===== src/pkg/tcd_pkg.sv =====
// package: register map, control layout, bus and buffer carriers for the dma controller
package tcd_pkg;

  // ==========================================================================
  // register indices inside one channel's slot (channel is address bit 3)
  // ==========================================================================
  localparam logic [2:0] REG_SRC_LO = 3'h0;
  localparam logic [2:0] REG_SRC_HI = 3'h1;
  localparam logic [2:0] REG_DST_LO = 3'h2;
  localparam logic [2:0] REG_DST_HI = 3'h3;
  localparam logic [2:0] REG_COUNT  = 3'h4;
  localparam logic [2:0] REG_CTRL   = 3'h5;

  // ==========================================================================
  // reset values
  // ==========================================================================
  localparam logic [15:0] CTRL_RST  = 16'h0000;
  localparam logic [15:0] COUNT_RST = 16'h0000;
  localparam logic [19:0] ADDR_RST  = 20'h00000;

  // ==========================================================================
  // timing: each bus cycle lasts at least this many clocks, two per transfer
  // ==========================================================================
  localparam logic [2:0]  CYC_MIN_CLKS = 3'h4;
  localparam logic [1:0]  BUF_DEPTH    = 2'h2;

  // ==========================================================================
  // modes
  // ==========================================================================
  typedef enum logic [1:0] {
    SYNC_NONE = 2'h0,
    SYNC_SRC  = 2'h1,
    SYNC_DST  = 2'h2,
    SYNC_RSVD = 2'h3
  } tcd_sync_t;

  typedef enum logic [1:0] {
    STEP_HOLD = 2'h0,
    STEP_INC  = 2'h1,
    STEP_DEC  = 2'h2,
    STEP_RSVD = 2'h3
  } tcd_step_t;

  typedef enum logic [1:0] {
    RQ_PIN    = 2'h0,
    RQ_TIMER2 = 2'h1,
    RQ_SOFT   = 2'h2,
    RQ_NONE   = 2'h3
  } tcd_rqsrc_t;

  // control register, msb first: field positions follow from this order
  typedef struct packed {
    tcd_rqsrc_t req_src;  // 15:14
    tcd_step_t  dst_step; // 13:12
    logic       dst_io;   // 11
    tcd_step_t  src_step; // 10:9
    logic       src_io;   // 8
    tcd_sync_t  sync;     // 7:6
    logic       prio_hi;  // 5
    logic       term_en;  // 4
    logic       int_en;   // 3
    logic       word;     // 2
    logic       sw_req;   // 1
    logic       arm;      // 0
  } tcd_ctrl_t;

  // one bus cycle handed to the bus interface unit
  typedef struct packed {
    logic [19:0] addr;
    logic        io;
    logic        word;
    logic        write;
    logic [15:0] wdata;
  } tcd_bus_cmd_t;

  // one fetched datum waiting for its deposit
  typedef struct packed {
    logic        ch;
    logic [15:0] data;
  } tcd_buf_ent_t;

endpackage : tcd_pkg


===== src/rtl/tcd_dma.sv =====
// two-channel dma controller: registers, arbitration, fetch/deposit sequencer
`timescale 1ns/1ns
// How it works
// - six registers per channel: addresses, count, control
// - count holds remaining transfers, up to 64k
// - software writes take effect at once, any time
// - control selects sync mode and byte/word size
// - optional interrupt after last transfer completes
// - control bit: stop at zero count or continue
// - source space and source step from control
// - destination space and destination step from control
// - fixed priority or alternate when both request
// - dma beats cpu except locked/odd-word halves
// - external hold request wins over dma
// - cpu locked off bus during dma cycle
// - nmi holds off new dma cycles on both channels; a running cycle still ends
// - back-to-back cycles keep documented throughput
// - request from pin, timer 2 or software
// - transfer is fetch then deposit, nine clocks min
// - any space pair, bytes or words, any alignment
module tcd_dma (
  input  wire logic                  clk_sys,
  input  wire logic                  rst_n,
  input  wire logic                  pcb_sel,
  input  wire logic                  pcb_wr,
  input  wire logic [3:0]            pcb_addr,
  input  wire logic [15:0]           pcb_wdata,
  output logic [15:0]                pcb_rdata,
  input  wire logic [1:0]            channel_request_pins,
  input  wire logic                  timer2_out,
  input  wire logic                  nmi_req,
  input  wire logic                  hold_req,
  input  wire logic                  cpu_locked,
  input  wire logic                  cpu_odd_split,
  output tcd_pkg::tcd_bus_cmd_t      bus_cmd,
  output logic                       bus_cmd_valid,
  input  wire logic                  bus_done,
  input  wire logic [15:0]           bus_rdata,
  output logic                       dma_owns_bus,
  output logic [1:0]                 dma_irq
);

  // ==========================================================================
  // declarations
  // ==========================================================================
  typedef enum logic [2:0] {
    ST_IDLE    = 3'b001,
    ST_FETCH   = 3'b010,
    ST_DEPOSIT = 3'b100
  } tcd_state_t;

  tcd_state_t             state_ff;
  tcd_state_t             nxt_state;
  tcd_pkg::tcd_ctrl_t     ctrl_ff [2];
  logic [19:0]            src_ff [2];
  logic [19:0]            dst_ff [2];
  logic [15:0]            cnt_ff [2];
  logic [1:0]             pend_ff;
  logic [1:0]             req;
  logic [1:0]             fetch_ok;
  logic                   last_ff;
  logic                   cur_ch_ff;
  logic                   pick;
  logic                   blocked;
  logic                   dep_ok;
  logic                   start_fet;
  logic                   start_dep;
  logic                   fin;
  logic                   fetch_fin;
  logic                   dep_fin;
  logic                   done_seen_ff;
  logic [2:0]             cyc_cnt_ff;
  logic [15:0]            rdata_ff;
  logic [15:0]            rd_val;
  tcd_pkg::tcd_bus_cmd_t  bus_cmd_ff;
  logic                   bus_cmd_valid_ff;
  logic                   owns_ff;
  logic [1:0]             irq_ff;
  logic [15:0]            pcb_rdata_ff;
  tcd_pkg::tcd_buf_ent_t  buf_ff [2];
  logic                   buf_wp_ff;
  logic                   buf_rp_ff;
  logic [1:0]             buf_cnt_ff;
  logic                   buf_in_valid;
  logic                   buf_in_ready;
  logic                   buf_out_valid;
  logic                   buf_out_ready;
  tcd_pkg::tcd_buf_ent_t  head;

  // next address after one transfer; odd or even start alike
  function automatic logic [19:0] step_addr(
    input logic [19:0]        a,
    input tcd_pkg::tcd_step_t s,
    input logic               w
  );
    logic [19:0] inc;
    inc = w ? 20'h00002 : 20'h00001;
    unique case (s)
      tcd_pkg::STEP_INC: step_addr = a + inc;
      tcd_pkg::STEP_DEC: step_addr = a - inc;
      default:           step_addr = a;
    endcase
  endfunction : step_addr

  // ==========================================================================
  // request selection and per-channel readiness
  // ==========================================================================
  for (genvar i = 0; i < 2; i++)
  begin : g_req
    // one of three request sources per channel
    always_comb
    begin
      unique case (ctrl_ff[i].req_src)
        tcd_pkg::RQ_PIN:    req[i] = channel_request_pins[i];
        tcd_pkg::RQ_TIMER2: req[i] = timer2_out;
        tcd_pkg::RQ_SOFT:   req[i] = ctrl_ff[i].sw_req;
        default:            req[i] = 1'b0;
      endcase
    end
    // unsynchronized channels run free; source sync waits on the request
    assign fetch_ok[i] = ctrl_ff[i].arm && !pend_ff[i]
                         && (ctrl_ff[i].sync != tcd_pkg::SYNC_SRC || req[i]);
  end

  // ==========================================================================
  // arbitration
  // ==========================================================================
  // the bus is not taken from hold, nmi, a locked sequence or a split word
  assign blocked = nmi_req
                 || hold_req
                 || cpu_locked
                 || cpu_odd_split;

  // differing priorities: the high one wins; equal: alternate on contention
  always_comb
  begin
    if (fetch_ok == 2'b11)
    begin
      if (ctrl_ff[0].prio_hi != ctrl_ff[1].prio_hi)
        pick = ctrl_ff[1].prio_hi;
      else
        pick = !last_ff;
    end
    else
      pick = fetch_ok[1];
  end

  assign head      = buf_ff[buf_rp_ff];
  assign dep_ok    = buf_out_valid
                     && (ctrl_ff[head.ch].sync != tcd_pkg::SYNC_DST || req[head.ch]);
  // a ready deposit goes first; fetched data piles up only while a destination waits
  assign start_dep = state_ff == ST_IDLE && !blocked && dep_ok;
  assign start_fet = state_ff == ST_IDLE && !blocked && !dep_ok
                     && (fetch_ok != 2'b00) && buf_in_ready;

  // a bus cycle ends once the unit answered and the minimum length passed
  assign fin       = done_seen_ff && cyc_cnt_ff >= (tcd_pkg::CYC_MIN_CLKS - 3'h1);
  assign fetch_fin = state_ff == ST_FETCH && fin;
  assign dep_fin   = state_ff == ST_DEPOSIT && fin;

  // ==========================================================================
  // sequencer: idle -> fetch -> idle -> deposit, one idle clock in between
  // ==========================================================================
  always_comb
  begin
    nxt_state = state_ff;
    unique case (state_ff)
      ST_IDLE:
      begin
        if (start_dep)
          nxt_state = ST_DEPOSIT;
        else if (start_fet)
          nxt_state = ST_FETCH;
      end
      ST_FETCH:   if (fin) nxt_state = ST_IDLE;
      ST_DEPOSIT: if (fin) nxt_state = ST_IDLE;
      default:    nxt_state = ST_IDLE;
    endcase
  end

  always_ff @(posedge clk_sys or negedge rst_n)
  begin
    if (!rst_n)
      state_ff <= ST_IDLE;
    else
      state_ff <= nxt_state;
  end

  // bus cycle length counter and answer capture
  always_ff @(posedge clk_sys or negedge rst_n)
  begin
    if (!rst_n)
    begin
      cyc_cnt_ff   <= 3'h0;
      done_seen_ff <= 1'b0;
      rdata_ff     <= 16'h0000;
    end
    else if (state_ff == ST_IDLE || fin)
    begin
      cyc_cnt_ff   <= 3'h0;
      done_seen_ff <= 1'b0;
    end
    else
    begin
      if (cyc_cnt_ff != 3'h7)
        cyc_cnt_ff <= cyc_cnt_ff + 3'h1;
      if (bus_cmd_valid_ff && bus_done)
      begin
        done_seen_ff <= 1'b1;
        rdata_ff     <= bus_rdata;
      end
    end
  end

  // bus command: fetch reads the source, deposit writes the destination
  always_ff @(posedge clk_sys or negedge rst_n)
  begin
    if (!rst_n)
    begin
      bus_cmd_ff       <= '0;
      bus_cmd_valid_ff <= 1'b0;
      cur_ch_ff        <= 1'b0;
      last_ff          <= 1'b0;
    end
    else if (start_fet)
    begin
      bus_cmd_ff.addr  <= src_ff[pick];
      bus_cmd_ff.io    <= ctrl_ff[pick].src_io;
      bus_cmd_ff.word  <= ctrl_ff[pick].word;
      bus_cmd_ff.write <= 1'b0;
      bus_cmd_ff.wdata <= 16'h0000;
      bus_cmd_valid_ff <= 1'b1;
      cur_ch_ff        <= pick;
      last_ff          <= pick;
    end
    else if (start_dep)
    begin
      bus_cmd_ff.addr  <= dst_ff[head.ch];
      bus_cmd_ff.io    <= ctrl_ff[head.ch].dst_io;
      bus_cmd_ff.word  <= ctrl_ff[head.ch].word;
      bus_cmd_ff.write <= 1'b1;
      bus_cmd_ff.wdata <= head.data;
      bus_cmd_valid_ff <= 1'b1;
      cur_ch_ff        <= head.ch;
    end
    else if (bus_done)
      bus_cmd_valid_ff <= 1'b0;
  end

  // cpu keeps off the bus from issue to end; interrupts do not cut in
  always_ff @(posedge clk_sys or negedge rst_n)
  begin
    if (!rst_n)
      owns_ff <= 1'b0;
    else
      owns_ff <= nxt_state != ST_IDLE;
  end

  // ==========================================================================
  // two-entry buffer between fetch and deposit
  // ==========================================================================
  // a destination that stalls lets the other channel fetch, so it can fill
  assign buf_in_valid  = fetch_fin;
  assign buf_in_ready  = buf_cnt_ff != tcd_pkg::BUF_DEPTH;
  assign buf_out_valid = buf_cnt_ff != 2'h0;
  assign buf_out_ready = dep_fin;

  always_ff @(posedge clk_sys or negedge rst_n)
  begin
    if (!rst_n)
    begin
      buf_wp_ff  <= 1'b0;
      buf_rp_ff  <= 1'b0;
      buf_cnt_ff <= 2'h0;
      buf_ff[0]  <= '0;
      buf_ff[1]  <= '0;
    end
    else
    begin
      if (buf_in_valid && buf_in_ready)
      begin
        buf_ff[buf_wp_ff] <= '{ch: cur_ch_ff, data: rdata_ff};
        buf_wp_ff         <= !buf_wp_ff;
      end
      if (buf_out_valid && buf_out_ready)
        buf_rp_ff <= !buf_rp_ff;
      unique case ({buf_in_valid && buf_in_ready, buf_out_valid && buf_out_ready})
        2'b10:   buf_cnt_ff <= buf_cnt_ff + 2'h1;
        2'b01:   buf_cnt_ff <= buf_cnt_ff - 2'h1;
        default: buf_cnt_ff <= buf_cnt_ff;
      endcase
    end
  end

  // ==========================================================================
  // channel registers: software write wins over the hardware update
  // ==========================================================================
  for (genvar i = 0; i < 2; i++)
  begin : g_ch
    logic we;
    logic fet_i;
    logic dep_i;
    logic is_last;
    assign we      = pcb_sel && pcb_wr && pcb_addr[3] == 1'(i);
    assign fet_i   = fetch_fin && cur_ch_ff == 1'(i);
    assign dep_i   = dep_fin && cur_ch_ff == 1'(i);
    // count of zero at start means a full 64k run when terminating
    assign is_last = ctrl_ff[i].term_en && cnt_ff[i] == 16'h0001;

    // source address: low word and top nibble written apart
    always_ff @(posedge clk_sys or negedge rst_n)
    begin
      if (!rst_n)
        src_ff[i] <= tcd_pkg::ADDR_RST;
      else if (we && pcb_addr[2:0] == tcd_pkg::REG_SRC_LO)
        src_ff[i] <= {src_ff[i][19:16], pcb_wdata};
      else if (we && pcb_addr[2:0] == tcd_pkg::REG_SRC_HI)
        src_ff[i] <= {pcb_wdata[3:0], src_ff[i][15:0]};
      else if (fet_i)
        src_ff[i] <= step_addr(src_ff[i], ctrl_ff[i].src_step, ctrl_ff[i].word);
    end

    // destination address
    always_ff @(posedge clk_sys or negedge rst_n)
    begin
      if (!rst_n)
        dst_ff[i] <= tcd_pkg::ADDR_RST;
      else if (we && pcb_addr[2:0] == tcd_pkg::REG_DST_LO)
        dst_ff[i] <= {dst_ff[i][19:16], pcb_wdata};
      else if (we && pcb_addr[2:0] == tcd_pkg::REG_DST_HI)
        dst_ff[i] <= {pcb_wdata[3:0], dst_ff[i][15:0]};
      else if (dep_i)
        dst_ff[i] <= step_addr(dst_ff[i], ctrl_ff[i].dst_step, ctrl_ff[i].word);
    end

    // transfer count: one less per completed transfer, wraps when not ending
    always_ff @(posedge clk_sys or negedge rst_n)
    begin
      if (!rst_n)
        cnt_ff[i] <= tcd_pkg::COUNT_RST;
      else if (we && pcb_addr[2:0] == tcd_pkg::REG_COUNT)
        cnt_ff[i] <= pcb_wdata;
      else if (dep_i)
        cnt_ff[i] <= cnt_ff[i] - 16'h0001;
    end

    // control: the last transfer of a terminating run disarms the channel
    always_ff @(posedge clk_sys or negedge rst_n)
    begin
      if (!rst_n)
        ctrl_ff[i] <= tcd_pkg::tcd_ctrl_t'(tcd_pkg::CTRL_RST);
      else if (we && pcb_addr[2:0] == tcd_pkg::REG_CTRL)
        ctrl_ff[i] <= tcd_pkg::tcd_ctrl_t'(pcb_wdata);
      else if (dep_i && is_last)
        ctrl_ff[i].arm <= 1'b0;
    end

    // one datum in flight per channel keeps each channel's order intact
    always_ff @(posedge clk_sys or negedge rst_n)
    begin
      if (!rst_n)
        pend_ff[i] <= 1'b0;
      else if (start_fet && pick == 1'(i))
        pend_ff[i] <= 1'b1;
      else if (dep_i)
        pend_ff[i] <= 1'b0;
    end

    // interrupt request pulse after the final deposit
    always_ff @(posedge clk_sys or negedge rst_n)
    begin
      if (!rst_n)
        irq_ff[i] <= 1'b0;
      else
        irq_ff[i] <= dep_i && is_last && ctrl_ff[i].int_en;
    end
  end

  // ==========================================================================
  // register read port: answer one clock after the read
  // ==========================================================================
  always_comb
  begin
    unique case (pcb_addr[2:0])
      tcd_pkg::REG_SRC_LO: rd_val = src_ff[pcb_addr[3]][15:0];
      tcd_pkg::REG_SRC_HI: rd_val = {12'h000, src_ff[pcb_addr[3]][19:16]};
      tcd_pkg::REG_DST_LO: rd_val = dst_ff[pcb_addr[3]][15:0];
      tcd_pkg::REG_DST_HI: rd_val = {12'h000, dst_ff[pcb_addr[3]][19:16]};
      tcd_pkg::REG_COUNT:  rd_val = cnt_ff[pcb_addr[3]];
      tcd_pkg::REG_CTRL:   rd_val = 16'(ctrl_ff[pcb_addr[3]]);
      default:             rd_val = 16'h0000;  // unused slots read zero
    endcase
  end

  always_ff @(posedge clk_sys or negedge rst_n)
  begin
    if (!rst_n)
      pcb_rdata_ff <= 16'h0000;
    else if (pcb_sel && !pcb_wr)
      pcb_rdata_ff <= rd_val;
  end

  // ==========================================================================
  // outputs, all from flip-flops
  // ==========================================================================
  assign pcb_rdata     = pcb_rdata_ff;
  assign bus_cmd       = bus_cmd_ff;
  assign bus_cmd_valid = bus_cmd_valid_ff;
  assign dma_owns_bus  = owns_ff;
  assign dma_irq       = irq_ff;

endmodule : tcd_dma


===== config.mk =====
export PLATFORM = sky130hd
export DESIGN_NAME = tcd_dma
export DESIGN_NICKNAME = d
export VERILOG_FILES = /design/src/pkg/tcd_pkg.sv /design/src/rtl/tcd_dma.sv
export SDC_FILE = /design/constraint.sdc
export NUM_CORES = 1
export LEC_CHECK = 0
export ABC_AREA = 1
export BUFFER_PORTS_ARGS = -buffer_cell sky130_fd_sc_hd__buf_2
export CORE_MARGIN = 4
export CORE_UTILIZATION = 65
export CTS_CLUSTER_SIZE = 30
export DETAILED_ROUTE_END_ITERATION = 7
export PLACE_DENSITY = 0.84
export SYNTH_ARGS = -nofsm -noshare
export SYNTH_HDL_FRONTEND = slang
export SYNTH_SLANG_ARGS = --single-unit

===== constraint.sdc =====
create_clock -name clk_sys -period 5.08 [get_ports clk_sys]
set_input_delay 0.508 -clock clk_sys [delete_from_list [all_inputs] [get_ports clk_sys]]
set_output_delay 0.508 -clock clk_sys [all_outputs]
set_load 0.005 [all_outputs]

==> impl_results.md <==
* Vias in the first global route at 18.5k
* Share of cells above drive strength 1 at 10.1%
* CP required at 5540 ps
* Setup CP Type: flop to flop
* Largest net degree at the start of global routing at 112
* Die area at 31100 um^2
* Peak Freq at 274 MHz
* PD cells at 404 nW/um^2
* CTS tree: done
* Drt pass-1 iters at 6
* Antenna violations before repair at 1
* Clk_skew at 13.2 ps
* Post_cts resized at 0
* Yosys top cell by area: dfrtp_1
* Synthesized area per cell at 7.03 um^2
* Iteration-0 DRC count of the detailed router at 2845
* Reg-to-reg slack, setup at 1440 ps
* P&R area growth vs syn at 10.0%
* Die width at 176 um
* DP Cell Count at 3050
* Register area share after synthesis at 36.4%
* Total grt overflow at 0
* Routed len/inst at 21.4 um
* Run status: complete, but fails checks
* Number of flops mapped to enable cells by yosys at 0
* Synth Area in Compound Gates at 17.1%
* Worst slack, placed at 1560 ps
* Worst-path fanout max at 41
* XOR/XNOR share of the synthesized area at 1.42%
* WL met1 at 24300 um
* Clock Latency Late Sink at 580 ps
* CTS Buf Count at 29
* Top layer in use: met5
* Pins over their slew limit at 0
* Max Cap Viol at 0
* Fin. Hold Viols at 2
* Clock Path Buffers at 3
* Post-synth ARST share at 100%
* Die Height at 176 um
* Root Driver: clkbuf_16
* Final worst path period share at 71.7%
* Count leader, synth: nand2_1
* Setup tns final at 0 ps
* Simple-gate area share of the yosys netlist at 29.0%
* RSZ-0062 raised after global routing: no
* Routed vias at 19.6k
* Post-synth top area share at 36.2%
* Final Core Density at 72.9%
* Final GP Congestion at 1.07
* Worst setup SP type: flop
* # setup viols final at 0
* Smallest hold slack at -1.34 ps
* Non-filler cells, final at 3106
* Most common library cells after synthesis: nand2_1 (792), dfrtp_1 (267), inv_1 (248)
* DRC violations left at 0
* Synth area leaders: dfrtp_1 (36%), nand2_1 (16%), a21oi_1 (6.1%)
* Final worst slack at 1440 ps
* CTS hold repair buffers at 0
* Yosys warns at 0
* Hold WC Path Type: input port to async pin
* Slew @ Worst Pin at 1140 ps
* First-pass GRT wire length at 102000 um
* Leak at 10.5 nW
* Power Total at 8.21 mW
* Synth Net Count at 2762
* Initial Utilization at 66.2%
* Mux cell area share after synthesis at 2.31%
* Hpwl dp at 48700 um
* Antenna-violating nets left at 0
* Vias/cell at 6.31
* Adder-cell share of the synthesized area at 6.32%
* Synth Instances at 2624
* Slew HR at 24.1%
* Min cycle time layout at 3640 ps
* Gr usage total at 41.9%
* CTS Sinks at 268
* H-tree levels at 1
* Final nets at 2841
* Primary FF master, synth: dfrtp_1
* Overall routed net length at 66400 um
* Postcts setup bufs at 0
* Met3 wire len at 8810 um
* Max VDD drop at 0.000328 V
* Library cells used by synthesis at 56
* Final Cell Area at 20300 um^2
* WP data arrival at 4110 ps
* PortBufs at 106
* Placed Area at 19200 um^2
* Row cnt at 61
* Mapped cell area at 18400 um^2
* Ports at 107
* Violated checks: negative hold slack
* Main combinational cell family by area after synthesis: simple AND/OR/NAND/NOR gates
* Core ar. at 27900 um^2
* Clock-pin slew on the worst setup and hold paths at 60 ps
* DR WL met2 at 28400 um
* Worst Setup End Kind: flop
* Seq cells post-synth at 268
-- flip-flops by register name, indices dropped and copies added, names as in the netlist --
register / count
buf_cnt_ff: 2
buf_ff: 34
buf_rp_ff: 1
buf_wp_ff: 1
bus_cmd: 39
bus_cmd_valid: 1
cnt_ff: 32
ctrl_ff: 32
cur_ch_ff: 1
cyc_cnt_ff: 3
dma_irq: 2
dma_owns_bus: 1
done_seen_ff: 1
dst_ff: 40
last_ff: 1
pcb_rdata: 16
pend_ff: 2
rdata_ff: 16
src_ff: 40
state_ff: 3
-- cell type report --
cell class | instances | area [um^2]
Timing Repair Buffer | 121 | 666
Multi-Input combinational cell | 2007 | 10400
Inverter | 276 | 1040
Tap cell | 378 | 473
Fill cell | 2256 | 7560
Clock inverter | 16 | 251
Clock buffer | 37 | 796
Antenna cell | 3 | 7.51
Sequential cell | 268 | 6710
-- where the power goes --
part / switching, mW / leakage, nW / internal (mW) / total (mW)
logic: 1.96 / 6.55 / 1.03 / 2.98
clock network: 0.932 / 0.518 / 1.41 / 2.35
registers: 0.453 / 3.46 / 2.42 / 2.88
-- cell families (layout without fill, tap and decap cells) --
family                     count (synthesis)  in the layout
AOI/OAI and AO/OA                        571            571
muxes                                     38             38
xor gates and xnor gates                  30             30
other                                      0              3
adders and majority gates                 91             91
DFF                                      268            268
buffers and inverters                    349            450
and+or+nand+nor                         1277           1277
-- path summary, 6_finish.rpt --
kind	start	to	depth (start not counted)
worst max-delay path	buf_rp_ff$_DFFE_PN0P_	bus_cmd[23]$_DFFE_PN0P_	12
worst min-delay path	rst_n	cnt_ff[10]$_DFFE_PN0P_	1
worst max register to register	buf_rp_ff$_DFFE_PN0P_	bus_cmd[23]$_DFFE_PN0P_	12
worst min register to register	bus_cmd[10]$_DFFE_PN0P_	bus_cmd[10]$_DFFE_PN0P_	2
max in group asynchronous	rst_n	rdata_ff[14]$_DFFE_PN0P_	2
min in group clk_sys	bus_done	bus_cmd_valid$_DFFE_PN0P_	2
-- placed cells by master (no fill, tap or decap), types with 13 or more instances in the layout --
cell type and n:
buf_4 14, ha_1 86, buf_2 105, nand4_1 36, xor2_1 19, nand3b_1 16, nor3_1 19, dfrtp_1 267
mux2_2 37, o211ai_1 16, nand3_1 158, o21ai_0 221, clkbuf_16 29, a22oi_1 13, a21oi_1 225, o221ai_1 19
nand2_1 792, o22ai_1 26, inv_1 248, nor2_1 210, inv_2 26
-- worst max-delay path, cell delays in order, from the launching register on --
cell,delay (ps)
dfrtp_1,320
buf_4,320
inv_2,60
nand2_2,80
nand2_2,380
nor2_1,260
nand3_1,120
nand3_2,120
nand4_2,630
nand2_4,560
inv_2,380
nand2_1,180
nand2_1,70
-- per-layer routing --
layer,track usage (%),vias up
met5,0,-
met4,22.8,2
met3,10.7,332
met2,64.3,1265
met1,54.6,9091
li1,-,8907
No activity file was read; power rests on OpenSTA's default activity.
